<file path="config.mk">
export PLATFORM = sky130hd
export DESIGN_NAME = ccr_config_regs
export DESIGN_NICKNAME = d
export VERILOG_FILES = /design/src/hdl/ccr_status_hold.v /design/src/hdl/ccr_config_regs.v
export VERILOG_INCLUDE_DIRS = /design/src /design/src/hdl
export SDC_FILE = /design/constraint.sdc
export NUM_CORES = 1
export LEC_CHECK = 0
export ABC_AREA = 1
export BUFFER_PORTS_ARGS = -buffer_cell sky130_fd_sc_hd__clkbuf_2
export CAP_MARGIN = 20
export CORE_MARGIN = 3
export CORE_UTILIZATION = 52
export DETAILED_ROUTE_END_ITERATION = 12
export PLACE_DENSITY = 0.79
export SLEW_MARGIN = 20
export SYNTH_ARGS = -nofsm -noshare
export SYNTH_HDL_FRONTEND = slang
export SYNTH_SLANG_ARGS = --single-unit
</file>
<file path="constraint.sdc">
create_clock -name CLOCK -period 1.2 [get_ports CLOCK]
set_clock_uncertainty 0.15 [all_clocks]
set_input_delay 0.36 -clock CLOCK [delete_from_list [all_inputs] [get_ports CLOCK]]
set_output_delay 0.36 -clock CLOCK [all_outputs]
set_load 0.03 [all_outputs]
</file>
<file path="src/hdl/ccr_map.vh">
`ifndef CCR_MAP_VH
`define CCR_MAP_VH
// Register offsets
`define CCR_ADDR_SYSREF_STATUS 8'h2C
`define CCR_ADDR_FULLSCALE 8'h30
`define CCR_ADDR_POWER_PROFILE 8'h37
`define CCR_ADDR_TIMESTAMP_CTRL 8'h3B
`define CCR_ADDR_REFOUT_CTRL 8'h3C
`define CCR_ADDR_FBDIV_VP 8'h3D
// Reset values
`define CCR_RST_SYSREF_STATUS 24'h00_0000
`define CCR_RST_FULLSCALE 16'hA000
`define CCR_RST_POWER_PROFILE 8'h4B
`define CCR_RST_TIMESTAMP_CTRL 8'h00
`define CCR_RST_REFOUT_CTRL 8'h01
`define CCR_RST_FBDIV_VP 8'h00
// Power profile codes
`define CCR_PROFILE_LOW_POWER 8'h46
`define CCR_PROFILE_HIGH_PERF 8'h4B
// Field positions
`define CCR_BIT_TS_ENABLE 0
`define CCR_BIT_TS_LOW_SWING 1
`define CCR_BIT_REFOUT_ENABLE 0
`endif

</file>
<file path="src/hdl/ccr_status_hold.v">
`timescale 1ns/100ps
`include "ccr_map.vh"
// Holds the edge-position word; loads only on a capture strobe
module ccr_status_hold
(
  input wire clk,
  input wire rst_n,
  input wire load,
  input wire [23:0] load_data,
  output reg [23:0] held
);
  always @(posedge clk or negedge rst_n)
  begin
    if (!rst_n)
      held <= `CCR_RST_SYSREF_STATUS;
    else if (load)
      held <= load_data;
  end
endmodule // ccr_status_hold

</file>
<file path="src/hdl/ccr_config_regs.v">
// Overview of operation
// - A 24-bit status word reports SYSREF edge position against sampling clock.
// - Edge status is read-only, resets to zero, ignores host writes.
// - One 16-bit full-scale code for all channels, reset 0xA000.
// - Power profile code resets 0x4B; 0x46 low power; others reserved.
// - Timestamp control bit 0 enables input receiver; register resets 0x00.
// - Timestamp control bit 1 selects low-swing receive mode, reset 0.
// - Reference output runs only with its enable and PLL enable set.
// - Reference output enable resets to 1; register resets 0x01.
`timescale 1ns/100ps
`include "ccr_map.vh"
module ccr_config_regs
(
  input wire CLOCK,
  input wire RST_N,
  input wire WR_EN,
  input wire RD_EN,
  input wire [7:0] ADDR,
  input wire [23:0] WR_DATA,
  input wire EDGE_CAPTURE_VALID,
  input wire [23:0] EDGE_CAPTURE_WORD,
  input wire PLL_ENABLE,
  output reg [23:0] RD_DATA,
  output reg RD_VALID,
  output reg [15:0] FULLSCALE_RANGE_CODE,
  output reg [7:0] POWER_PROFILE_CODE,
  output reg POWER_PROFILE_LOW,
  output reg TIMESTAMP_INPUT_ENABLE,
  output reg TIMESTAMP_LOW_SWING_MODE,
  output reg REF_CLOCK_OUTPUT_ENABLE,
  output reg [7:0] PLL_FEEDBACK_DIVIDER_VP
);
  wire [23:0] sysref_edge_status;
  wire sel_fullscale;
  wire sel_profile;
  wire sel_timestamp;
  wire sel_refout;
  wire sel_fbdiv;
  wire wr_fullscale;
  wire wr_profile;
  wire wr_timestamp;
  wire wr_refout;
  wire wr_fbdiv;
  reg [7:0] timestamp_ctrl;
  reg [7:0] refout_ctrl;
  reg [23:0] next_rd_data;

  ccr_status_hold u_status
  (
    .clk(CLOCK),
    .rst_n(RST_N),
    .load(EDGE_CAPTURE_VALID),
    .load_data(EDGE_CAPTURE_WORD),
    .held(sysref_edge_status)
  );

  // Address decode
  assign sel_fullscale = (ADDR == `CCR_ADDR_FULLSCALE);
  assign sel_profile = (ADDR == `CCR_ADDR_POWER_PROFILE);
  assign sel_timestamp = (ADDR == `CCR_ADDR_TIMESTAMP_CTRL);
  assign sel_refout = (ADDR == `CCR_ADDR_REFOUT_CTRL);
  assign sel_fbdiv = (ADDR == `CCR_ADDR_FBDIV_VP);

  assign wr_fullscale = WR_EN & sel_fullscale;
  assign wr_profile = WR_EN & sel_profile;
  assign wr_timestamp = WR_EN & sel_timestamp;
  assign wr_refout = WR_EN & sel_refout;
  assign wr_fbdiv = WR_EN & sel_fbdiv;

  always @(posedge CLOCK or negedge RST_N)
  begin
    if (!RST_N)
    begin
      FULLSCALE_RANGE_CODE <= `CCR_RST_FULLSCALE;
    end
    else if (wr_fullscale)
    begin
      FULLSCALE_RANGE_CODE <= WR_DATA[15:0];
    end
  end

  always @(posedge CLOCK or negedge RST_N)
  begin
    if (!RST_N)
    begin
      POWER_PROFILE_CODE <= `CCR_RST_POWER_PROFILE;
    end
    else if (wr_profile)
    begin
      POWER_PROFILE_CODE <= WR_DATA[7:0];
    end
  end

  always @(posedge CLOCK or negedge RST_N)
  begin
    if (!RST_N)
    begin
      timestamp_ctrl <= `CCR_RST_TIMESTAMP_CTRL;
    end
    else if (wr_timestamp)
    begin
      timestamp_ctrl <= WR_DATA[7:0];
    end
  end

  always @(posedge CLOCK or negedge RST_N)
  begin
    if (!RST_N)
    begin
      refout_ctrl <= `CCR_RST_REFOUT_CTRL;
    end
    else if (wr_refout)
    begin
      refout_ctrl <= WR_DATA[7:0];
    end
  end

  // Divider register store
  always @(posedge CLOCK or negedge RST_N)
  begin
    if (!RST_N)
    begin
      PLL_FEEDBACK_DIVIDER_VP <= `CCR_RST_FBDIV_VP;
    end
    else if (wr_fbdiv)
    begin
      PLL_FEEDBACK_DIVIDER_VP <= WR_DATA[7:0];
    end
  end

  always @(posedge CLOCK or negedge RST_N)
  begin
    if (!RST_N)
    begin
      POWER_PROFILE_LOW <= 1'b0;
    end
    else
    begin
      POWER_PROFILE_LOW <= (POWER_PROFILE_CODE == `CCR_PROFILE_LOW_POWER);
    end
  end

  always @(posedge CLOCK or negedge RST_N)
  begin
    if (!RST_N)
    begin
      TIMESTAMP_INPUT_ENABLE <= 1'b0;
    end
    else
    begin
      TIMESTAMP_INPUT_ENABLE <= timestamp_ctrl[`CCR_BIT_TS_ENABLE];
    end
  end

  always @(posedge CLOCK or negedge RST_N)
  begin
    if (!RST_N)
    begin
      TIMESTAMP_LOW_SWING_MODE <= 1'b0;
    end
    else
    begin
      TIMESTAMP_LOW_SWING_MODE <= timestamp_ctrl[`CCR_BIT_TS_LOW_SWING];
    end
  end

  always @(posedge CLOCK or negedge RST_N)
  begin
    if (!RST_N)
    begin
      REF_CLOCK_OUTPUT_ENABLE <= 1'b0;
    end
    else
    begin
      REF_CLOCK_OUTPUT_ENABLE <= refout_ctrl[`CCR_BIT_REFOUT_ENABLE] & PLL_ENABLE;
    end
  end

  // Read mux
  always @*
  begin
    next_rd_data = 24'h00_0000;
    case (ADDR)
      `CCR_ADDR_SYSREF_STATUS: next_rd_data = sysref_edge_status;
      `CCR_ADDR_FULLSCALE: next_rd_data = {8'h00, FULLSCALE_RANGE_CODE};
      `CCR_ADDR_POWER_PROFILE: next_rd_data = {16'h0000, POWER_PROFILE_CODE};
      `CCR_ADDR_TIMESTAMP_CTRL: next_rd_data = {16'h0000, timestamp_ctrl};
      `CCR_ADDR_REFOUT_CTRL: next_rd_data = {16'h0000, refout_ctrl};
      `CCR_ADDR_FBDIV_VP: next_rd_data = {16'h0000, PLL_FEEDBACK_DIVIDER_VP};
      default: next_rd_data = 24'h00_0000;
    endcase
  end

  // Read strobe echo, one cycle
  always @(posedge CLOCK or negedge RST_N)
  begin
    if (!RST_N)
    begin
      RD_VALID <= 1'b0;
    end
    else
    begin
      RD_VALID <= RD_EN;
    end
  end

  always @(posedge CLOCK or negedge RST_N)
  begin
    if (!RST_N)
    begin
      RD_DATA <= 24'h00_0000;
    end
    else if (RD_EN)
    begin
      RD_DATA <= next_rd_data;
    end
  end
endmodule // ccr_config_regs

</file>
==> results of run 1 <==
-- timing repair --
| item | CTS |
|---|---|
| hold buffers | 1 |
| endpoints found under the setup margin | 114 |
| pin swaps | 36 |
| cloned | 9 |
| hold endpoints to repair | 94 |
| buffers inserted | 37 |
| gates resized for setup | 222 |
-- logic make-up after synthesis --
family                 synth area share
AOI/OAI and AO/OA                0.1126
buffers and inverters           0.07860
DFF                              0.5610
muxes                           0.01993
and+or+nand+nor                  0.2278
-- stage by stage --
| stage | std cells | hold slack, ns | worst slack (ns) | cell area, µm² |
|---|---|---|---|---|
| after CTS | 802 | 0.02045 | -0.3952 | 7266 |
| after detailed placement | 740 | 0.2335 | -0.4847 | 5589 |
| after global placement | 740 | 0.2308 | -0.4504 | 5589 |
| after floorplan | 498 | -0.08559 | -0.2206 | 4614 |
==> run summary, run 1 <==
number of synthesized flops with an enable pin - 0
Mapped Area - 4521 µm²
GPL Wtd Cong - 0.8956
Worst-path end type - output port
Cells after Synth - 498
Post-synth ARST share - 1.000
Stop stage - 5_1_grt
status - stopped before the end
total CTS buffers - 9
largest net degree at the start of global routing - 53
syn_nets - 560
H-Tree Depth - 3
area leader, netlist - dfrtp_1
most common cell in the netlist - nand2_1
Clock Path Buffers - 2
top cells by area, synth - dfrtp_1, nand2_1, nand3_1
synth warn - 0
sequential area share after synthesis - 0.5610
share of the synthesized area in the top cell type - 0.5203
clock sink total - 101
Root Buffer Master - clkbuf_8
row count - 33
Error - [ERROR DPL-0038] Utilization greater than 100%, impossible to legalize
Initial Util - 0.5420
ys flop type - dfrtp_1
post-detail-place hpwl - 8951 µm
synthesized area per cell - 9.077 µm²
IO Pins - 123
PortBufs - 114
Yosys cell types - 25
die height - 99.24 µm
synthesized flop and latch total - 101
GRT worst endpoint - FULLSCALE_RANGE_CODE[13]
synth cell count leaders - nand2_1, dfrtp_1, inv_1, nand3_1, nor2_1
Die X - 99.24 µm
==> run 2, diff against run 1 <==
--- a/config.mk
+++ b/config.mk
@@ -10,9 +10,9 @@
 export BUFFER_PORTS_ARGS = -buffer_cell sky130_fd_sc_hd__clkbuf_2
 export CAP_MARGIN = 20
 export CORE_MARGIN = 3
-export CORE_UTILIZATION = 52
+export CORE_UTILIZATION = 40
 export DETAILED_ROUTE_END_ITERATION = 12
-export PLACE_DENSITY = 0.79
+export PLACE_DENSITY_LB_ADDON = 0.15
 export SLEW_MARGIN = 20
 export SYNTH_ARGS = -nofsm -noshare
 export SYNTH_HDL_FRONTEND = slang
==> run 2 against run 1 <==
Against the previous run: the flow now finishes, with violations (negative setup slack); synthesized cell count unchanged; synthesized area unchanged.
==> run summary, run 2 <==
die area - 12610 µm²
Crit Path Max Fanout - 2
syn_nets - 560
CP cell instances - buf_8
Critical Path Sink Type - output port
Setup Viol. Count Final - 131
Final WS setup - -0.3439 ns
hold worst-path end - REF_CLOCK_OUTPUT_ENABLE
delay of the slowest critical-path stage - 0.56 ns
core box area - 10940 µm²
largest net degree at the start of global routing - 37
Mapped Area - 4521 µm²
number of synthesized flops with an enable pin - 0
Max Slew Vio Count - 0
GRT overflow - 0
min-delay src - PLL_ENABLE
Crit-path slowest cell - dfstp_2
Clock Path Buffers - 2
Critical Path RT - 0.69 ns
worst hold path depth - 3
gr usage total - 0.2399
Hold Path Class - in2reg
dpl cells - 778
most frequent cells in the layout - dfrtp_1, nand2_1, buf_4
clock sink total - 101
total CTS buffers - 9
final non-filler cell total - 866
top cells by area, synth - dfrtp_1, nand2_1, nand3_1
# DRC - 0
number of global-route vias before repair - 4589
crit path time final - 1.544 ns
Worst Setup Start Kind - register
WP buf/inv - 1
status - complete, but fails checks
most common cell in the netlist - nand2_1
final WL - 15540 µm
H-Tree Depth - 3
via count - 4454
CTS tree - yes
Worst Tran Pin Value - 0.3234 ns
Leak - 3.882 nW
pwr/cell area - 1006 nW/µm²
Critical Path AT - 1.03 ns
initial antenna violation count - 0
area leader, netlist - dfrtp_1
Hold Fails Final Rpt - 0
Post-synth ARST share - 1.000
synthesized area per cell - 9.077 µm²
r2r worst-path depth - 6
RSZ-0062 raised after global routing - true
Clk pin slew, worst setup/hold paths - 0.07 ns
Final Net Count - 783
Area Growth Syn to Fin - 80.65%
Yosys cell types - 25
ys flop type - dfrtp_1
Top Registers - RD_DATA: 24 flops, u_status.held: 24 flops, FULLSCALE_RANGE_CODE: 16 flops
sequential area share after synthesis - 0.5610
Clock Latency Late Sink - 0.34 ns
Inserted Diodes - 0
share of the synthesized area in the top cell type - 0.5203
DRT Pass-1 Iters - 5
synth cell count leaders - nand2_1, dfrtp_1, inv_1, nand3_1, nor2_1
share of cells above drive strength 1 - 0.5826
Cells after Synth - 498
IO Pins - 123
post-detail-place hpwl - 9119 µm
wire length per cell after detailed routing - 17.94 µm
die height - 112.3 µm
maxcap violations - 0
Reg2Reg Setup Slack - -0.12 ns
Max transition margin - 0.7842
GPL Wtd Cong - 0.8428
row count - 38
Routed Antenna Nets - 0
Die X - 112.3 µm
RR Startpoint - POWER_PROFILE_CODE[6]
synth warn - 0
PortBufs - 114
failing checks - negative setup slack
CP top delay family - flip-flops
Setup TNS - -20.26 ns
final core occ - 0.7468
worst r2r dst - RD_DATA[6]
Worst IR Drop VDD - 0.0007921 V
fin crit share - 1.287
Max Freq - 647.7 MHz
first-pass GRT wire length - 23950 µm
via density per instance - 5.143
most common cell after layout, fill and taps aside - dfrtp_1
synthesized flop and latch total - 101
Initial Util - 0.4134
Worst Setup Path Type - reg2out
Root Buffer Master - clkbuf_16
Starting DRT DRC Count - 277
## run 2: cell counts after synthesis
Identical to the previous run, type by type.
## run 2: final cells by class
class / count / area, µm²
Clock buffer: 9 / 225.2
Clock inverter: 7 / 60.06
Fill cell: 742 / 2769
Inverter: 54 / 232.7
Multi-Input combinational cell: 324 / 2454
Sequential cell: 101 / 2536
Tap cell: 140 / 175.2
Timing Repair Buffer: 231 / 2484
## run 2: worst max-delay path by stage
stage | cells after the start | slack [ns] | endpoint | start
after floorplan | 9 | -0.22 | PLL_FEEDBACK_DIVIDER_VP[6] | ADDR[6]
after detailed placement | 8 | -0.57 | RD_DATA[1] | ADDR[2]
after global placement | 9 | -0.53 | RD_DATA[1] | ADDR[6]
final | 1 | -0.34 | FULLSCALE_RANGE_CODE[15] | FULLSCALE_RANGE_CODE[15]
after CTS | 1 | -0.37 | FULLSCALE_RANGE_CODE[13] | FULLSCALE_RANGE_CODE[13]
after global routing | 1 | -0.37 | FULLSCALE_RANGE_CODE[13] | FULLSCALE_RANGE_CODE[13]
## run 2: what timing repair did
action | 4_1_cts | 5_1_grt
endpoints found under the hold margin | 94 | 0
pin swaps | 47 | 46
setup endpoints to repair | 133 | 134
gates cloned | 9 | 1
gates resized for setup | 252 | 164
hold buffers | 1 | 0
setup buffers | 46 | 25
## run 2: through the flow
| stage | total power, mW | hold WS [ns] | instance area, µm² | setup slack [ns] |
|---|---|---|---|---|
| after global routing | 8.541 | 0.06864 | 8167 | -0.3681 |
| after global placement | 4.815 | 0.06309 | 5643 | -0.5346 |
| after detailed placement | 4.836 | 0.06438 | 5643 | -0.5657 |
| after floorplan | 4.327 | -0.08559 | 4614 | -0.2206 |
| after CTS | 8.041 | 0.05653 | 7550 | -0.3665 |
| final | 8.215 | 0.05583 | 8167 | -0.3439 |
## run 2: power breakdown
part	leakage [nW]	switching, mW	internal [mW]	total, mW
clock	0.135	1.41	1.44	2.85
sequential	1.26	0.164	3.62	3.79
combinational	2.49	0.836	0.744	1.58
## run 2: kinds of logic after synthesis
logic type,after synthesis,synth area share
AOI/OAI and AO/OA,88,0.1126
buffers and inverters,77,0.07860
DFF,101,0.5610
muxes,8,0.01993
and+or+nand+nor,224,0.2278
## run 2: metal layers
layer	global-route usage	vias to the layer above	wire length, µm
li1	-	2053	-
met1	0.3181	2224	6314
met2	0.4076	146	8063
met3	0.04205	31	775
met4	0.06651	0	385
met5	0	-	0
Note: power is estimated with default switching activity, not from simulation.
==> run 3, diff against run 2 <==
--- a/config.mk
+++ b/config.mk
@@ -7,13 +7,14 @@
 export NUM_CORES = 1
 export LEC_CHECK = 0
 export ABC_AREA = 1
-export BUFFER_PORTS_ARGS = -buffer_cell sky130_fd_sc_hd__clkbuf_2
 export CAP_MARGIN = 20
 export CORE_MARGIN = 3
 export CORE_UTILIZATION = 40
 export DETAILED_ROUTE_END_ITERATION = 12
+export DONT_BUFFER_PORTS = 1
 export PLACE_DENSITY_LB_ADDON = 0.15
 export SLEW_MARGIN = 20
 export SYNTH_ARGS = -nofsm -noshare
 export SYNTH_HDL_FRONTEND = slang
 export SYNTH_SLANG_ARGS = --single-unit
+export TNS_END_PERCENT = 20
==> run 3 against run 2 <==
Against the previous run: the flow finishes with violations (negative hold slack, negative setup slack); sequential power grew 2%; largest cell class unchanged; routed wire length shrank 20%; critical endpoint is now POWER_PROFILE_CODE[1]; highest routed layer unchanged; sequential share of layout area grew 12 points.
==> run summary, run 3 (synthesis gave the netlist of run 2 again) <==
wire length per cell after detailed routing - 17.28 µm
via density per instance - 5.017
maxcap violations - 0
most frequent cells in the layout - nand2_1, dfrtp_1, inv_1
status - complete, but fails checks
switching pwr - 1.905 mW
Crit-path slowest cell - dfstp_2
first-pass GRT wire length - 19650 µm
clock sink total - 101
initial antenna violation count - 0
PortBufs - 0
combinational share of power - 0.113
number of global-route vias before repair - 3694
Worst IR Drop VDD - 0.0006915 V
Clock Path Buffers - 2
GRT overflow - 0
fin crit share - 1.287
Leak - 2.853 nW
Die X - 112.3 µm
IO Pins - 123
largest net degree at the start of global routing - 102
CTS tree - yes
Int Pwr - 5.733 mW
WP buf/inv - 1
CP top delay family - flip-flops
Worst Tran Pin Value - 0.6044 ns
Hold Path Class - in2async
Clock Latency Late Sink - 0.35 ns
Pwr Total - 7.638 mW
Routed Antenna Nets - 0
via count - 3612
Critical Path AT - 1.03 ns
Setup Viol. Count Final - 78
pre-CTS setup slack - -0.3439 ns
Clk pwr share - 0.381
Sw Ratio - 0.2494
share of cells above drive strength 1 - 0.2966
Critical Path RT - 0.69 ns
DRT Pass-1 Iters - 5
final core occ - 0.5435
# DRC - 0
crit path time final - 1.544 ns
die height - 112.3 µm
Setup TNS - -14.27 ns
Worst Setup Path Type - reg2out
Crit Path Max Fanout - 3
RSZ-0062 raised after global routing - true
Critical Path Sink Type - output port
Initial Util - 0.4134
Worst Setup Start Kind - register
CP cell instances - buf_12
core box area - 10940 µm²
failing checks - negative hold slack, negative setup slack
Root Buffer Master - clkbuf_16
Inserted Diodes - 0
row count - 38
Area Growth Syn to Fin - 31.47%
gr usage total - 0.2003
H-Tree Depth - 3
die area - 12610 µm²
post-detail-place hpwl - 8581 µm
Hold Fails Final Rpt - 108
pwr/cell area - 1285 nW/µm²
most common cell after layout, fill and taps aside - nand2_1
Final WS setup - -0.3443 ns
Max transition margin - 0.5957
Final Net Count - 638
delay of the slowest critical-path stage - 0.56 ns
sequential power share - 0.506
final WL - 12440 µm
Max Slew Vio Count - 0
Clk pin slew, worst setup/hold paths - 0.07 ns
total CTS buffers - 9
Top Registers - RD_DATA: 24 flops, u_status.held: 24 flops, FULLSCALE_RANGE_CODE: 16 flops
GPL Wtd Cong - 0.8951
WHS - -0.4506 ns
Max Freq - 647.5 MHz
Starting DRT DRC Count - 296
==> run 3: cell types whose count changed in the layout (fill, tap and decap cells not counted), moves of 30 or more <==
cell      previous run  this run
buf_8               66         0
clkbuf_2            47         0
dfrtp_2              0        35
nand2_1             73       119
dfrtp_1             94        59
nand2_2             37         7
==> run 3: path summary, 6_finish.rpt <==
check                      cells after the start                     end                   from  slack (ns)
max                                            1   POWER_PROFILE_CODE[1]  POWER_PROFILE_CODE[1]       -0.34
min                                            0       u_status.held[18]                  RST_N       -0.45
max reg2reg                                    5              RD_DATA[6]  POWER_PROFILE_CODE[6]       -0.02
min reg2reg                                    0  TIMESTAMP_INPUT_ENABLE      timestamp_ctrl[0]        0.27
max in group asynchronous                      0   POWER_PROFILE_CODE[6]                  RST_N        1.12
min in group CLOCK                             2       u_status.held[22]  EDGE_CAPTURE_WORD[22]       -0.02
==> run 3: cell type report <==
type	instances	area (µm²)
Fill cell	1001	4992
Sequential cell	101	2580
Multi-Input combinational cell	320	1670
Timing Repair Buffer	90	1012
Clock buffer	13	250.2
Inverter	54	220.2
Tap cell	140	175.2
Clock inverter	2	35.03
==> run 3: power groups by stage <==
stage,registers (mW),logic (mW),clock network (mW)
2_1_floorplan,3.98,0.335,0
3_3_place_gp,3.92,0.718,0
3_5_place_dp,3.93,0.735,0
4_1_cts,3.87,0.828,2.96
5_1_grt,3.88,0.937,3.08
6_report,3.86,0.867,2.91
==> run 3: metal layers <==
metal / vias to the layer above / global-route usage / share of wire
li1: 1753 / - / -
met1: 1700 / 0.2668 / 0.43
met2: 138 / 0.3202 / 0.48
met3: 21 / 0.04636 / 0.073
met4: 0 / 0.07612 / 0.025
met5: - / 0 / 0
==> run 3: metrics by stage <==
step | std cells | area (µm²) | hold WS (ns)
2_1_floorplan | 498 | 4558 | -0.08559
3_5_place_dp | 675 | 5281 | -0.08310
3_3_place_gp | 675 | 5281 | -0.08321
6_report | 720 | 5943 | -0.4506
4_1_cts | 709 | 5824 | -0.4589
5_1_grt | 720 | 5943 | -0.4645
==> run 3: repair_timing <==
action / 4_1_cts / 5_1_grt
setup buffers: 9 / 6
pin swaps: 3 / 4
gates resized for setup: 47 / 7
hold endpoints to repair: 137 / 115
endpoints found under the setup margin: 63 / 75
hold buffers: 10 / 5
